===== src/tsx_cfg.svh =====
`ifndef TSX_CFG_SVH
`define TSX_CFG_SVH

// ----------------------------------------
// Widths
// ----------------------------------------
`define PTR_W 21
`define DADDR_W 12
`define BANK_W 4
`define RADDR_W 8

// ----------------------------------------
// Register byte offsets
// ----------------------------------------
`define RA_CTRL 8'h00
`define RA_INSTR 8'h04
`define RA_PTR 8'h08
`define RA_LATCH 8'h0C
`define RA_ACC 8'h10
`define RA_STAT 8'h14
`define RA_BANK 8'h18

// ----------------------------------------
// Field positions and reset values
// ----------------------------------------
`define CTRL_EXT 0
`define INSTR_TWO 16
`define ST_Z 0
`define ST_N 1
`define ST_BUSY 8
`define ST_SKIP 9
`define ST_ILL 10
`define ST_CYC 16
`define RST_BYTE 8'h00
`define RST_PTR 21'h000000

// ----------------------------------------
// Opcode patterns and addressing
// ----------------------------------------
`define OPC_TBL_RD 14'h0002
`define OPC_TBL_WT 14'h0003
`define OPC_TST 7'h33
`define OPC_XOR 8'h0A
`define IDX_LIMIT 8'h5F
`define ACC_SPLIT 8'h60
`define ACC_HI_BANK 4'hF
`define ACC_LO_BANK 4'h0
`define MODE_NONE 2'h0
`define MODE_POSTINC 2'h1
`define MODE_POSTDEC 2'h2
`define MODE_PREINC 2'h3

// ----------------------------------------
// Phases within one instruction cycle
// ----------------------------------------
`define PH_DECODE 2'h0
`define PH_READ 2'h1
`define PH_PROC 2'h2
`define PH_WRITE 2'h3
`define PH_STEP 2'h1
`define CYC_FIRST 2'h0
`define CYC_SECOND 2'h1
`define CYC_THIRD 2'h2

// ----------------------------------------
// Bus responses
// ----------------------------------------
`define RESP_OK 2'h0
`define RESP_ERR 2'h2

`endif


===== src/tsx_pkg.sv =====
package tsx_pkg;

  typedef enum logic [2:0] {
    OP_NONE = 3'b000,
    OP_TBL_RD = 3'b001,
    OP_TBL_WT = 3'b010,
    OP_TST = 3'b011,
    OP_XOR = 3'b100
  } op_e;

  typedef enum logic [0:0] {
    SEQ_IDLE = 1'b0,
    SEQ_RUN = 1'b1
  } seq_e;

  function automatic logic [31:0] applyStrobe(input logic [31:0] oldVal,
                                              input logic [31:0] newVal,
                                              input logic [3:0] strb);
    logic [31:0] res;
    res = oldVal;
    for (int i = 0; i < 4; i++) begin
      if (strb[i]) begin
        res[i*8 +: 8] = newVal[i*8 +: 8];
      end
    end
    return res;
  endfunction

endpackage

===== src/axil_slave.sv =====
`timescale 1ns/1ps
`include "tsx_cfg.svh"
module axil_slave (
  input wire logic clk,
  input wire logic srst,
  input wire logic ce,
  input wire logic [`RADDR_W-1:0] awaddr,
  input wire logic awvalid,
  output logic awready,
  input wire logic [31:0] wdata,
  input wire logic [3:0] wstrb,
  input wire logic wvalid,
  output logic wready,
  output logic [1:0] bresp,
  output logic bvalid,
  input wire logic bready,
  input wire logic [`RADDR_W-1:0] araddr,
  input wire logic arvalid,
  output logic arready,
  output logic [31:0] rdata,
  output logic [1:0] rresp,
  output logic rvalid,
  input wire logic rready,
  output logic wrEn,
  output logic [`RADDR_W-1:0] wrAddr,
  output logic [31:0] wrData,
  output logic [3:0] wrStrb,
  input wire logic wrErr,
  output logic [`RADDR_W-1:0] rdAddr,
  input wire logic [31:0] rdData,
  input wire logic rdErr
);
  logic awHave_r;
  logic wHave_r;

  // ----------------------------------------
  // Write channel
  // ----------------------------------------
  // Address and data may arrive in either order; both are held until paired
  assign awready = ce && !awHave_r && !bvalid;
  assign wready = ce && !wHave_r && !bvalid;
  assign wrEn = ce && awHave_r && wHave_r && !bvalid;

  always_ff @(posedge clk) begin
    if (srst) begin
      awHave_r <= 1'b0;
      wHave_r <= 1'b0;
      wrAddr <= '0;
      wrData <= '0;
      wrStrb <= '0;
      bvalid <= 1'b0;
      bresp <= `RESP_OK;
    end else if (ce) begin
      if (awvalid && awready) begin
        awHave_r <= 1'b1;
        wrAddr <= awaddr;
      end
      if (wvalid && wready) begin
        wHave_r <= 1'b1;
        wrData <= wdata;
        wrStrb <= wstrb;
      end
      if (wrEn) begin
        awHave_r <= 1'b0;
        wHave_r <= 1'b0;
        bvalid <= 1'b1;
        bresp <= wrErr ? `RESP_ERR : `RESP_OK;
      end else if (bvalid && bready) begin
        bvalid <= 1'b0;
      end
    end
  end

  // ----------------------------------------
  // Read channel
  // ----------------------------------------
  assign arready = ce && !rvalid;
  assign rdAddr = araddr;

  always_ff @(posedge clk) begin
    if (srst) begin
      rvalid <= 1'b0;
      rdata <= '0;
      rresp <= `RESP_OK;
    end else if (ce) begin
      if (arvalid && arready) begin
        rvalid <= 1'b1;
        rdata <= rdData;
        rresp <= rdErr ? `RESP_ERR : `RESP_OK;
      end else if (rvalid && rready) begin
        rvalid <= 1'b0;
      end
    end
  end
endmodule


===== src/instr_decode.sv =====
`timescale 1ns/1ps
`include "tsx_cfg.svh"
module instr_decode (
  input wire logic [15:0] opcode,
  output tsx_pkg::op_e opKind,
  output logic [1:0] ptrMode,
  output logic bankSel,
  output logic [7:0] fField,
  output logic [7:0] literal
);
  import tsx_pkg::*;

  assign ptrMode = opcode[1:0];
  assign bankSel = opcode[8];
  assign fField = opcode[7:0];
  assign literal = opcode[7:0];

  always_comb begin
    opKind = OP_NONE;
    if (opcode[15:2] == `OPC_TBL_RD) begin
      opKind = OP_TBL_RD;
    end else if (opcode[15:2] == `OPC_TBL_WT) begin
      opKind = OP_TBL_WT;
    end else if (opcode[15:9] == `OPC_TST) begin
      opKind = OP_TST;
    end else if (opcode[15:8] == `OPC_XOR) begin
      opKind = OP_XOR;
    end
  end
endmodule


===== src/table_access_skip_xor_exec.sv =====
// Function
// - Table read loads program byte at pointer into latch; mode picks pointer update.
// - Table pointer is 21 bits, byte addressed, 2-Mbyte range.
// - Pointer bit 0 picks low byte when clear, high byte when set.
// - Pre-increment moves pointer before access; post modes move it after capture.
// - Table write copies latch to holding register at pointer, same four modes.
// - Table write: two cycles; latch read in second phase, holding write in fourth.
// - Table ops and test-skip leave status flags untouched.
// - Test-skip on zero discards prefetched instruction, runs empty cycle; two cycles.
// - Skip over a two-word instruction takes three cycles, both empty.
// - Bank bit 0 uses access bank; 1 uses bank select register.
// - Bank bit 0, extended set on, field up to 95: indexed offset addressing.
// - Xor-literal folds 8-bit literal into accumulator in one cycle.
// - Xor-literal updates negative and zero flags only.
// - Extended set features stay off unless the enable bit is set.
//
// Local design decisions: the AXI4-Lite interface to the registers and the register offsets.
`timescale 1ns/1ps
`include "tsx_cfg.svh"
module table_access_skip_xor_exec (
  input wire logic clk,
  input wire logic srst,
  input wire logic ce,
  input wire logic [`RADDR_W-1:0] awaddr,
  input wire logic awvalid,
  output logic awready,
  input wire logic [31:0] wdata,
  input wire logic [3:0] wstrb,
  input wire logic wvalid,
  output logic wready,
  output logic [1:0] bresp,
  output logic bvalid,
  input wire logic bready,
  input wire logic [`RADDR_W-1:0] araddr,
  input wire logic arvalid,
  output logic arready,
  output logic [31:0] rdata,
  output logic [1:0] rresp,
  output logic rvalid,
  input wire logic rready,
  output logic [`PTR_W-1:0] pmAddr,
  output logic pmRdEn,
  input wire logic [7:0] pmRdData,
  output logic hrWrEn,
  output logic [`PTR_W-1:0] hrAddr,
  output logic [7:0] hrData,
  output logic dataRdEn,
  output logic [`DADDR_W-1:0] dataAddr,
  input wire logic [7:0] dataRdData,
  input wire logic [`DADDR_W-1:0] fsr2Value,
  output logic skipPulse,
  output logic noOpCycle,
  output logic busy
);
  import tsx_pkg::*;

  // ----------------------------------------
  // Helpers
  // ----------------------------------------
  function automatic logic regHit(input logic [`RADDR_W-1:0] a);
    case (a)
      `RA_CTRL, `RA_INSTR, `RA_PTR, `RA_LATCH, `RA_ACC, `RA_STAT, `RA_BANK: regHit = 1'b1;
      default: regHit = 1'b0;
    endcase
  endfunction

  function automatic logic [`PTR_W-1:0] stepPtr(input logic [`PTR_W-1:0] p,
                                                input logic [1:0] m);
    case (m)
      `MODE_POSTINC, `MODE_PREINC: stepPtr = p + `PTR_W'(1);
      `MODE_POSTDEC: stepPtr = p - `PTR_W'(1);
      default: stepPtr = p;
    endcase
  endfunction

  // ----------------------------------------
  // Bus slave
  // ----------------------------------------
  logic wrEn;
  logic [`RADDR_W-1:0] wrAddr;
  logic [31:0] wrData;
  logic [3:0] wrStrb;
  logic [`RADDR_W-1:0] rdAddr;
  logic [31:0] rdWord;

  axil_slave u_bus (
    .clk(clk),
    .srst(srst),
    .ce(ce),
    .awaddr(awaddr),
    .awvalid(awvalid),
    .awready(awready),
    .wdata(wdata),
    .wstrb(wstrb),
    .wvalid(wvalid),
    .wready(wready),
    .bresp(bresp),
    .bvalid(bvalid),
    .bready(bready),
    .araddr(araddr),
    .arvalid(arvalid),
    .arready(arready),
    .rdata(rdata),
    .rresp(rresp),
    .rvalid(rvalid),
    .rready(rready),
    .wrEn(wrEn),
    .wrAddr(wrAddr),
    .wrData(wrData),
    .wrStrb(wrStrb),
    .wrErr(!regHit(wrAddr)),
    .rdAddr(rdAddr),
    .rdData(rdWord),
    .rdErr(!regHit(rdAddr))
  );

  // ----------------------------------------
  // State
  // ----------------------------------------
  seq_e seq_r;
  logic [15:0] opcode_r;
  logic nextTwo_r;
  logic [1:0] qPhase_r;
  logic [1:0] cyc_r;
  logic [1:0] lastCyc;
  logic [1:0] cycUsed_r;
  logic skip_r;
  logic illegal_r;
  logic [`PTR_W-1:0] ptr_r;
  logic [7:0] latch_r;
  logic [7:0] acc_r;
  logic [7:0] xorRes;
  logic flagN_r;
  logic flagZ_r;
  logic [`BANK_W-1:0] bank_r;
  logic extEn_r;
  logic [31:0] ptrMerged;
  op_e opKind;
  logic [1:0] ptrMode;
  logic bankSel;
  logic [7:0] fField;
  logic [7:0] literal;

  instr_decode u_dec (
    .opcode(opcode_r),
    .opKind(opKind),
    .ptrMode(ptrMode),
    .bankSel(bankSel),
    .fField(fField),
    .literal(literal)
  );

  // Software may only touch state while nothing executes
  logic swWr;
  logic issue;
  logic run;
  logic tblOp;
  assign swWr = wrEn && (seq_r == SEQ_IDLE);
  assign issue = swWr && (wrAddr == `RA_INSTR);
  assign run = ce && (seq_r == SEQ_RUN);
  assign tblOp = (opKind == OP_TBL_RD) || (opKind == OP_TBL_WT);
  assign ptrMerged = applyStrobe({11'h000, ptr_r}, wrData, wrStrb);
  assign xorRes = acc_r ^ literal;

  function automatic logic at(input logic r, input logic [1:0] c, input logic [1:0] cy,
                              input logic [1:0] q, input logic [1:0] p);
    at = r && (c == cy) && (q == p);
  endfunction

  // ----------------------------------------
  // Cycle sequencer
  // ----------------------------------------
  always_comb begin
    case (opKind)
      OP_TBL_RD, OP_TBL_WT: lastCyc = `CYC_SECOND;
      OP_TST: lastCyc = skip_r ? (nextTwo_r ? `CYC_THIRD : `CYC_SECOND) : `CYC_FIRST;
      default: lastCyc = `CYC_FIRST;
    endcase
  end

  always_ff @(posedge clk) begin
    if (srst) begin
      seq_r <= SEQ_IDLE;
      opcode_r <= 16'h0000;
      nextTwo_r <= 1'b0;
      qPhase_r <= `PH_DECODE;
      cyc_r <= `CYC_FIRST;
      cycUsed_r <= `CYC_FIRST;
    end else if (ce) begin
      if (issue) begin
        seq_r <= SEQ_RUN;
        opcode_r <= wrData[15:0];
        nextTwo_r <= wrData[`INSTR_TWO];
        qPhase_r <= `PH_DECODE;
        cyc_r <= `CYC_FIRST;
      end else if (seq_r == SEQ_RUN) begin
        qPhase_r <= qPhase_r + `PH_STEP;
        if (qPhase_r == `PH_WRITE) begin
          if (cyc_r == lastCyc) begin
            seq_r <= SEQ_IDLE;
            cycUsed_r <= cyc_r + `PH_STEP;
          end else begin
            cyc_r <= cyc_r + `PH_STEP;
          end
        end
      end
    end
  end

  always_ff @(posedge clk) begin
    if (srst) begin
      illegal_r <= 1'b0;
    end else if (at(run, cyc_r, `CYC_FIRST, qPhase_r, `PH_DECODE)) begin
      illegal_r <= (opKind == OP_NONE);
    end
  end

  // ----------------------------------------
  // Table pointer
  // ----------------------------------------
  always_ff @(posedge clk) begin
    if (srst) begin
      ptr_r <= `RST_PTR;
    end else if (ce) begin
      if (swWr && wrAddr == `RA_PTR) begin
        ptr_r <= ptrMerged[`PTR_W-1:0];
      end else if (tblOp && at(run, cyc_r, `CYC_FIRST, qPhase_r, `PH_WRITE)) begin
        if (ptrMode == `MODE_PREINC) begin
          ptr_r <= stepPtr(ptr_r, ptrMode);
        end
      end else if (tblOp && at(run, cyc_r, `CYC_SECOND, qPhase_r, `PH_WRITE)) begin
        if (ptrMode != `MODE_PREINC) begin
          ptr_r <= stepPtr(ptr_r, ptrMode);
        end
      end
    end
  end

  // bit 0 reaches memory as byte select
  assign pmAddr = ptr_r;

  // ----------------------------------------
  // Program memory read and table latch
  // ----------------------------------------
  always_ff @(posedge clk) begin
    if (srst) begin
      pmRdEn <= 1'b0;
      latch_r <= `RST_BYTE;
    end else if (ce) begin
      pmRdEn <= (opKind == OP_TBL_RD) && at(run, cyc_r, `CYC_SECOND, qPhase_r, `PH_DECODE);
      if (swWr && wrAddr == `RA_LATCH && wrStrb[0]) begin
        latch_r <= wrData[7:0];
      end else if ((opKind == OP_TBL_RD) && at(run, cyc_r, `CYC_SECOND, qPhase_r, `PH_WRITE)) begin
        latch_r <= pmRdData;
      end
    end
  end

  // ----------------------------------------
  // Holding register write
  // ----------------------------------------
  // Only the holding register is loaded; no erase or program is started here
  always_ff @(posedge clk) begin
    if (srst) begin
      hrWrEn <= 1'b0;
      hrAddr <= `RST_PTR;
      hrData <= `RST_BYTE;
    end else if (ce) begin
      if ((opKind == OP_TBL_WT) && at(run, cyc_r, `CYC_SECOND, qPhase_r, `PH_READ)) begin
        hrData <= latch_r;
        hrAddr <= ptr_r;
      end
      hrWrEn <= (opKind == OP_TBL_WT) && at(run, cyc_r, `CYC_SECOND, qPhase_r, `PH_PROC);
    end
  end

  // ----------------------------------------
  // Test register and skip
  // ----------------------------------------
  logic [`DADDR_W-1:0] tstAddr;
  always_comb begin
    if (bankSel) begin
      tstAddr = {bank_r, fField};
    end else if (extEn_r && fField <= `IDX_LIMIT) begin
      tstAddr = fsr2Value + {`ACC_LO_BANK, fField};
    end else begin
      tstAddr = {(fField >= `ACC_SPLIT) ? `ACC_HI_BANK : `ACC_LO_BANK, fField};
    end
  end

  always_ff @(posedge clk) begin
    if (srst) begin
      dataRdEn <= 1'b0;
      dataAddr <= '0;
      skip_r <= 1'b0;
      skipPulse <= 1'b0;
    end else if (ce) begin
      dataRdEn <= (opKind == OP_TST) && at(run, cyc_r, `CYC_FIRST, qPhase_r, `PH_DECODE);
      if ((opKind == OP_TST) && at(run, cyc_r, `CYC_FIRST, qPhase_r, `PH_DECODE)) begin
        dataAddr <= tstAddr;
      end
      if (issue) begin
        skip_r <= 1'b0;
      end else if ((opKind == OP_TST) && at(run, cyc_r, `CYC_FIRST, qPhase_r, `PH_PROC)) begin
        skip_r <= (dataRdData == `RST_BYTE);
      end
      skipPulse <= (opKind == OP_TST) && skip_r &&
                   at(run, cyc_r, `CYC_FIRST, qPhase_r, `PH_WRITE);
    end
  end

  assign noOpCycle = (seq_r == SEQ_RUN) && (opKind == OP_TST) && (cyc_r != `CYC_FIRST);
  assign busy = (seq_r == SEQ_RUN);

  // ----------------------------------------
  // Accumulator and flags
  // ----------------------------------------
  // only the xor path and software status writes change flags
  always_ff @(posedge clk) begin
    if (srst) begin
      acc_r <= `RST_BYTE;
      flagN_r <= 1'b0;
      flagZ_r <= 1'b0;
    end else if (ce) begin
      if (swWr && wrAddr == `RA_ACC && wrStrb[0]) begin
        acc_r <= wrData[7:0];
      end else if ((opKind == OP_XOR) && at(run, cyc_r, `CYC_FIRST, qPhase_r, `PH_WRITE)) begin
        acc_r <= xorRes;
      end
      if (swWr && wrAddr == `RA_STAT && wrStrb[0]) begin
        flagN_r <= wrData[`ST_N];
        flagZ_r <= wrData[`ST_Z];
      end else if ((opKind == OP_XOR) && at(run, cyc_r, `CYC_FIRST, qPhase_r, `PH_WRITE)) begin
        flagN_r <= xorRes[7];
        flagZ_r <= (xorRes == `RST_BYTE);
      end
    end
  end

  // ----------------------------------------
  // Configuration registers
  // ----------------------------------------
  always_ff @(posedge clk) begin
    if (srst) begin
      extEn_r <= 1'b0;
      bank_r <= '0;
    end else if (ce && swWr && wrStrb[0]) begin
      if (wrAddr == `RA_CTRL) begin
        extEn_r <= wrData[`CTRL_EXT];
      end
      if (wrAddr == `RA_BANK) begin
        bank_r <= wrData[`BANK_W-1:0];
      end
    end
  end

  // ----------------------------------------
  // Read-back
  // ----------------------------------------
  always_comb begin
    rdWord = 32'h00000000;
    case (rdAddr)
      `RA_CTRL: rdWord[`CTRL_EXT] = extEn_r;
      `RA_INSTR: rdWord = {15'h0000, nextTwo_r, opcode_r};
      `RA_PTR: rdWord[`PTR_W-1:0] = ptr_r;
      `RA_LATCH: rdWord[7:0] = latch_r;
      `RA_ACC: rdWord[7:0] = acc_r;
      `RA_STAT: begin
        rdWord[`ST_Z] = flagZ_r;
        rdWord[`ST_N] = flagN_r;
        rdWord[`ST_BUSY] = busy;
        rdWord[`ST_SKIP] = skip_r;
        rdWord[`ST_ILL] = illegal_r;
        rdWord[`ST_CYC +: 2] = cycUsed_r;
      end
      `RA_BANK: rdWord[`BANK_W-1:0] = bank_r;
      default: rdWord = 32'h00000000;
    endcase
  end
endmodule


===== config.mk =====
export PLATFORM = sky130hd
export DESIGN_NAME = table_access_skip_xor_exec
export DESIGN_NICKNAME = d
export VERILOG_FILES = /design/src/tsx_pkg.sv /design/src/axil_slave.sv /design/src/instr_decode.sv /design/src/table_access_skip_xor_exec.sv
export VERILOG_INCLUDE_DIRS = /design/src
export SDC_FILE = /design/constraint.sdc
export NUM_CORES = 1
export LEC_CHECK = 0
export CAP_MARGIN = 20
export CORE_ASPECT_RATIO = 0.7
export CORE_MARGIN = 10
export CORE_UTILIZATION = 42
export DETAILED_ROUTE_END_ITERATION = 7
export DONT_BUFFER_PORTS = 1
export HOLD_SLACK_MARGIN = 0.15
export MAX_ROUTING_LAYER = met4
export PLACE_DENSITY = 0.67
export SLEW_MARGIN = 20
export SYNTH_ARGS = -nofsm -noshare
export SYNTH_HDL_FRONTEND = slang
export SYNTH_SLANG_ARGS = --single-unit

===== constraint.sdc =====
create_clock -name clk -period 3.8 [get_ports clk]
set_clock_uncertainty 0.15 [all_clocks]
set_input_delay 0.76 -clock clk [delete_from_list [all_inputs] [get_ports clk]]
set_output_delay 0.76 -clock clk [all_outputs]
set_load 0.005 [all_outputs]

# Word level (Yosys, flattened, before mapping)
# Cells that the tools add are included.
# totals
regBits	176
inputBits	88
wordCells	237
# op_classes
n_addsub	5
order_cmp	2
eq_ne	34
n_mux	59
n_bitwise	3
n_reduce_logical	100
# ops
op	count
$mux 21	5
$eq 8x5->1 const B	6
$logic_and 1x1->1	48
$mux 8	6
$pmux 21 s2	1
$eq 8x4->1 const B	5
$reduce_and 2->1	18
$logic_not 8->1	4
$eq 14x2->1 const B	2
$mux 12	2
$reduce_bool 2->1	11
$add 21x1->21 const B	1
$sub 21x1->21 const B	1
$mux 1	20
$mux 2	10
$reduce_and 5->1	4
$eq 8x3->1 const B	2
$pmux 4 s4	1
$mux 3	5
$reduce_or 7->1	2
$add 12x8->12	1
$pmux 2 s5	1
$pmux 5 s2	1
$pmux 3 s3	1
other kinds (28)	45

# Depth between registers and ports, before layout
# depth
depth_word	13
ltp_mapped	12
ltp_nobuf	10

# Cells and area by module
# Synthesis repeated with hierarchy kept, for this count alone.
# hier_totals
hier_cells	1349
area_unflattened_um2	11328.4
# by_module_without_submodules
module	n_inst	cells_per_inst	area_per_inst_um2	seq_area_each_um2
table_access_skip_xor_exec	1	950	7320.8	2302.2
axil_slave	1	369	3782.4	1641.6
instr_decode	1	30	225.2	0.0

# Least setup slack after synthesis
# OpenSTA, ideal clock, no wires.
# synth_timing
path_type	flip-flop to flip-flop
from	register opcode_r[1]
to	register ptr_r[20], in the netlist pmAddr[20]
arrival_time_ns	3.085
slack_ns	0.486
stages_incl_launch_ff	13
period_less_slack_ns	3.314
path_cell_list	dfxtp_1 > clkbuf_1 > nand2b_1 > inv_1 > ha_1 > clkbuf_1 > a21o_1 > a2111oi_0 > o2bb2ai_1 > a21oi_1 > o21ai_0 > or4_1 > o211ai_1
# synth_between
elab_chain_cells	7
# synth_lines
item	line	rtl
start, declared	table_access_skip_xor_exec.sv:121	logic [15:0] opcode_r;
start signal, assigned	table_access_skip_xor_exec.sv:192	opcode_r <= wrData[15:0];
$eq 2x2->1 or $eq 2x1->1 (tied branches)	table_access_skip_xor_exec.sv:69	case (m)
$reduce_or 2->1	table_access_skip_xor_exec.sv:69	
$pmux 21 s2	table_access_skip_xor_exec.sv:69	
$mux 21	table_access_skip_xor_exec.sv:232	if (ptrMode != `MODE_PREINC) begin
$mux 21	table_access_skip_xor_exec.sv:231	end else if (tblOp && at(run, cyc_r, `CYC_SECOND, qPhase_r, `PH_WRITE)) begin
$mux 21	table_access_skip_xor_exec.sv:227	end else if (tblOp && at(run, cyc_r, `CYC_FIRST, qPhase_r, `PH_WRITE)) begin
$mux 21	table_access_skip_xor_exec.sv:225	if (swWr && wrAddr == `RA_PTR) begin
end signal, assigned	table_access_skip_xor_exec.sv:226	ptr_r <= ptrMerged[`PTR_W-1:0];
end signal, assigned	table_access_skip_xor_exec.sv:229	ptr_r <= stepPtr(ptr_r, ptrMode);
end signal, assigned	table_access_skip_xor_exec.sv:233	ptr_r <= stepPtr(ptr_r, ptrMode);
end, declared	table_access_skip_xor_exec.sv:129	logic [`PTR_W-1:0] ptr_r;
# Several ways; a longest one is shown, not always the timed one. The select of a mux whose other input is x is not followed.
# A chain may end at the register's enable or synchronous reset.

# Worst setup path in the final report
# layout_timing
from	register opcode_r[0]
to	register ptr_r[20], in the netlist pmAddr[20]
# Same word-level chain as after synthesis.

==> impl_metrics.csv <==
group,metric,value,unit
sta,rsz0062_at_grt,"no",
pwr,p_per_area,385,nW/um^2
critical_path,reg2reg_depth,11,
yosys,synth_common_cells,"nand2_1 (184), dfxtp_1 (174), nor2_1 (149), a21oi_1 (106)",
critical_path,timing.reg2reg.setup_slack,350,ps
yosys,yosysTopAreaCell,"dfxtp_1",
critical_path,worstPathMaxFanout,10,
critical_path,reg2reg_from,"opcode_r[0]",
global_route,grt_pass1_wl,44800,um
yosys,ys_ff_latch,174,
worst_hold_path,hold_end,"hrAddr[19]",
drt,wl_per_cell,20.9,um
worst_hold_path,hold_start,"srst",
cts,cts_setup_buffers,0,
sta,slew_headroom,36.6,%
critical_path,endpoint_kind,"flop",
sta,drv_slew,0,
global_route,grt_usage,20.8,%
global_route,grt_pass1_vias,7627,
yosys,synth_most_common_cell,"nand2_1",
pwr,power.leakage,3.89,nW
floorplanning,die_w,195,um
global_route,grt_max_degree,177,
layout,syn2layout_area_growth,8.94,%
drt,firstDrtPassIters,5,
critical_path,required,4010,ps
yosys,synth-edff-count,0,
yosys,yosysTopAreaCellShare,38.6,%
yosys,syn_area,9030,um^2
global_route,grt.overflow.total,0,
drt,ant_nets,0,
critical_path,crit_buf_inv,2,
global_route,antenna_found_initial,0,
layout,insertedDiodeCount,0,
status,status,"completed",
sta,fin_setup_tns,0,ps
drt,viasPerCell,5.86,
cts,clk_pin_slew,70,ps
yosys,ys_seq_area_share,38.6,%
sta,worst_pin_slew,951,ps
floorplanning,io-pin-count,197,
yosys,syn_area_per_cell,8.06,um^2
sta,finalSetupViolations,0,
pwr,max-vdd-ir-drop,0.326,mV
cts,htree_levels,4,
sta,period_share,90.9,%
critical_path,cpMaxStageDelayCell,"or4_1",
critical_path,crit_arrival,3660,ps
sta,fmaxAchievable,290,MHz
layout,drive_above_1_share,6.15,%
place,portBuffers,0,
sta,final_hold_viol_count,0,
critical_path,worst_path_largest_cell_delay,480,ps
floorplanning,row_count,44,
worst_hold_path,whs_path_depth,1,
sta,holdWs,240,ps
drt,drc,0,
cts,clockBufferDepth,2,
cts,cts_root_buf,"clkbuf_16",
cts,cts_tree,"yes",
critical_path,rr_endpoint,"pmAddr[20]",
yosys,synth_ff_type,"dfxtp_1",
sta,setup_ws,347,ps
cts,clock_latency,440,ps
yosys,yosys_warnings,0,
sta,finalCriticalPeriod,3450,ps
floorplanning,die_area,27800,um^2
layout,nets,1217,
place,dp_slack,432,ps
critical_path,criticalPathCategory,"flop to flop",
floorplanning,initial_core_util,43.1,%
yosys,syn_inst,1120,
flow_run,maxCapViolCount,0,
floorplanning,core,20900,um^2
cts,cts_resized,0,
place,dp_hpwl,21600,um
floorplanning,dieHeight,143,um
cts,cts_hold_buf,0,
drt,route.vias.total,8099,
yosys,synth.distinct_cells,65,
pwr,power.total,3.79,mW
worst_hold_path,hp-class,"input port to flop",
drt,wl,28800,um
critical_path,path_cells,"nand2b_1 -> inv_1 -> buf_4 -> ha_1 -> nor2b_1 -> o31ai_1 -> a21oi_1 -> a21oi_1 -> o21ai_0 -> or4_1 -> o211ai_1",
critical_path,setup.worst_path.start_class,"flop",
yosys,synth.area.top_cells,"dfxtp_1 (39%), nand2_1 (7.7%), mux2i_1 (6.7%), nor2_1 (6.2%), a21oi_1 (5.9%)",
cts,cts_buffers,17,
yosys,async_flop_share,0,%
drt,dr.first_iter.drc_count,670,
critical_path,cpMostUsedCell,"a21oi_1",
cts,cts.sinks,174,
place,place_congestion,0.895,
critical_path,crit_family,"compound AO/OA/AOI/OAI gates",
## placed cells by master (no fill, tap or decap), types with 8 or more instances in the layout
master     synthesis  final
and2_1             8      8
nor2b_1           10     10
nand4_1           13     13
nor3_1            27     27
xor2_1            19     19
a22oi_1           10     10
conb_1             1     13
a311oi_1          14     14
o21a_1             8      8
nand2_1          184    184
mux2i_1           60     60
a221oi_1          13     13
inv_1             13     13
ha_1              33     33
o21ai_0           22     22
nand3_1           18     17
a21oi_1          106    106
a21o_1            12     12
clkbuf_16          0     17
dfxtp_1          174    174
buf_4             14     25
nor2_1           149    149
a211oi_1          38     38
xnor2_1           20     20
## flip-flops by register name, summed over array words and instances (netlist names), 3 cells and up
| register | count |
|---|---|
| hrAddr | 21 |
| latch_r | 8 |
| hrData | 8 |
| u_bus.wrData | 21 |
| u_bus.wrStrb | 3 |
| acc_r | 8 |
| u_bus.rdata | 21 |
| opcode_r | 16 |
| bank_r | 4 |
| dataAddr | 12 |
| u_bus.wrAddr | 8 |
| pmAddr | 21 |
## cell families (layout without fill, tap and decap cells)
kind of cell,count (synthesis),in the layout,share of synthesized area [%]
compound gates,261,261,18.8
simple gates,450,450,21.8
xor+xnor,39,39,3.78
other cells,1,13,0.0415
flops,174,174,38.6
mux,65,65,7.28
fa+ha+maj,35,35,5.02
buf+inv,95,69,4.64
## worst reg2reg max path, stage by stage (launching register included)
cell and delay (ps):
dfxtp_1 310, nand2b_1 170, inv_1 340, buf_4 270, ha_1 290, nor2b_1 190, o31ai_1 340, a21oi_1 240
a21oi_1 330, o21ai_0 180, or4_1 480, o211ai_1 100
## per-layer routing
metal / GRT usage [%] / vias up / share of wire, %
li1: - / 3884 / -
met1: 28.7 / 3836 / 46
met2: 28.9 / 357 / 42
met3: 6.83 / 22 / 11
met4: 4.33 / 0 / 0.85
met5: - / - / 0
## worst max path at each step
stage,slack [ps],endpoint,startpoint,cells past startpoint
finish,350,pmAddr[20],opcode_r[0],11
global route,110,pmAddr[20],opcode_r[0],11
CTS,400,pmAddr[20],opcode_r[0],11
detailed placement,430,pmAddr[20],opcode_r[0],11
global placement,560,pmAddr[20],opcode_r[0],11
floorplan,490,pmAddr[20],opcode_r[1],12
## power by group
| part | internal (mW) | total [mW] | switching, mW |
|---|---|---|---|
| Sequential | 1.85 | 1.89 | 0.0384 |
| Clock | 1.03 | 1.80 | 0.764 |
| Combinational | 0.0391 | 0.104 | 0.0645 |
| Total | 2.92 | 3.79 | 0.867 |
## through the flow
step                      std cells  cell area (um^2)  utilization, %
after floorplan                1132              9070               -
final                          1382              9830            47.0
after CTS                      1382              9830            47.0
after global placement         1351              9240            44.2
after detailed placement       1351              9240            44.2
after global routing           1382              9830            47.0
## layout make-up
class	instances	area [um^2]
clock buffers	18	429
repair buffers	25	188
inverters	13	48.8
flip-flops and latches	174	3480
clock inverters	13	165
well taps	276	345
fillers	2081	11100
multi-input cells	863	5170
Power figures use the tool's default switching activity.
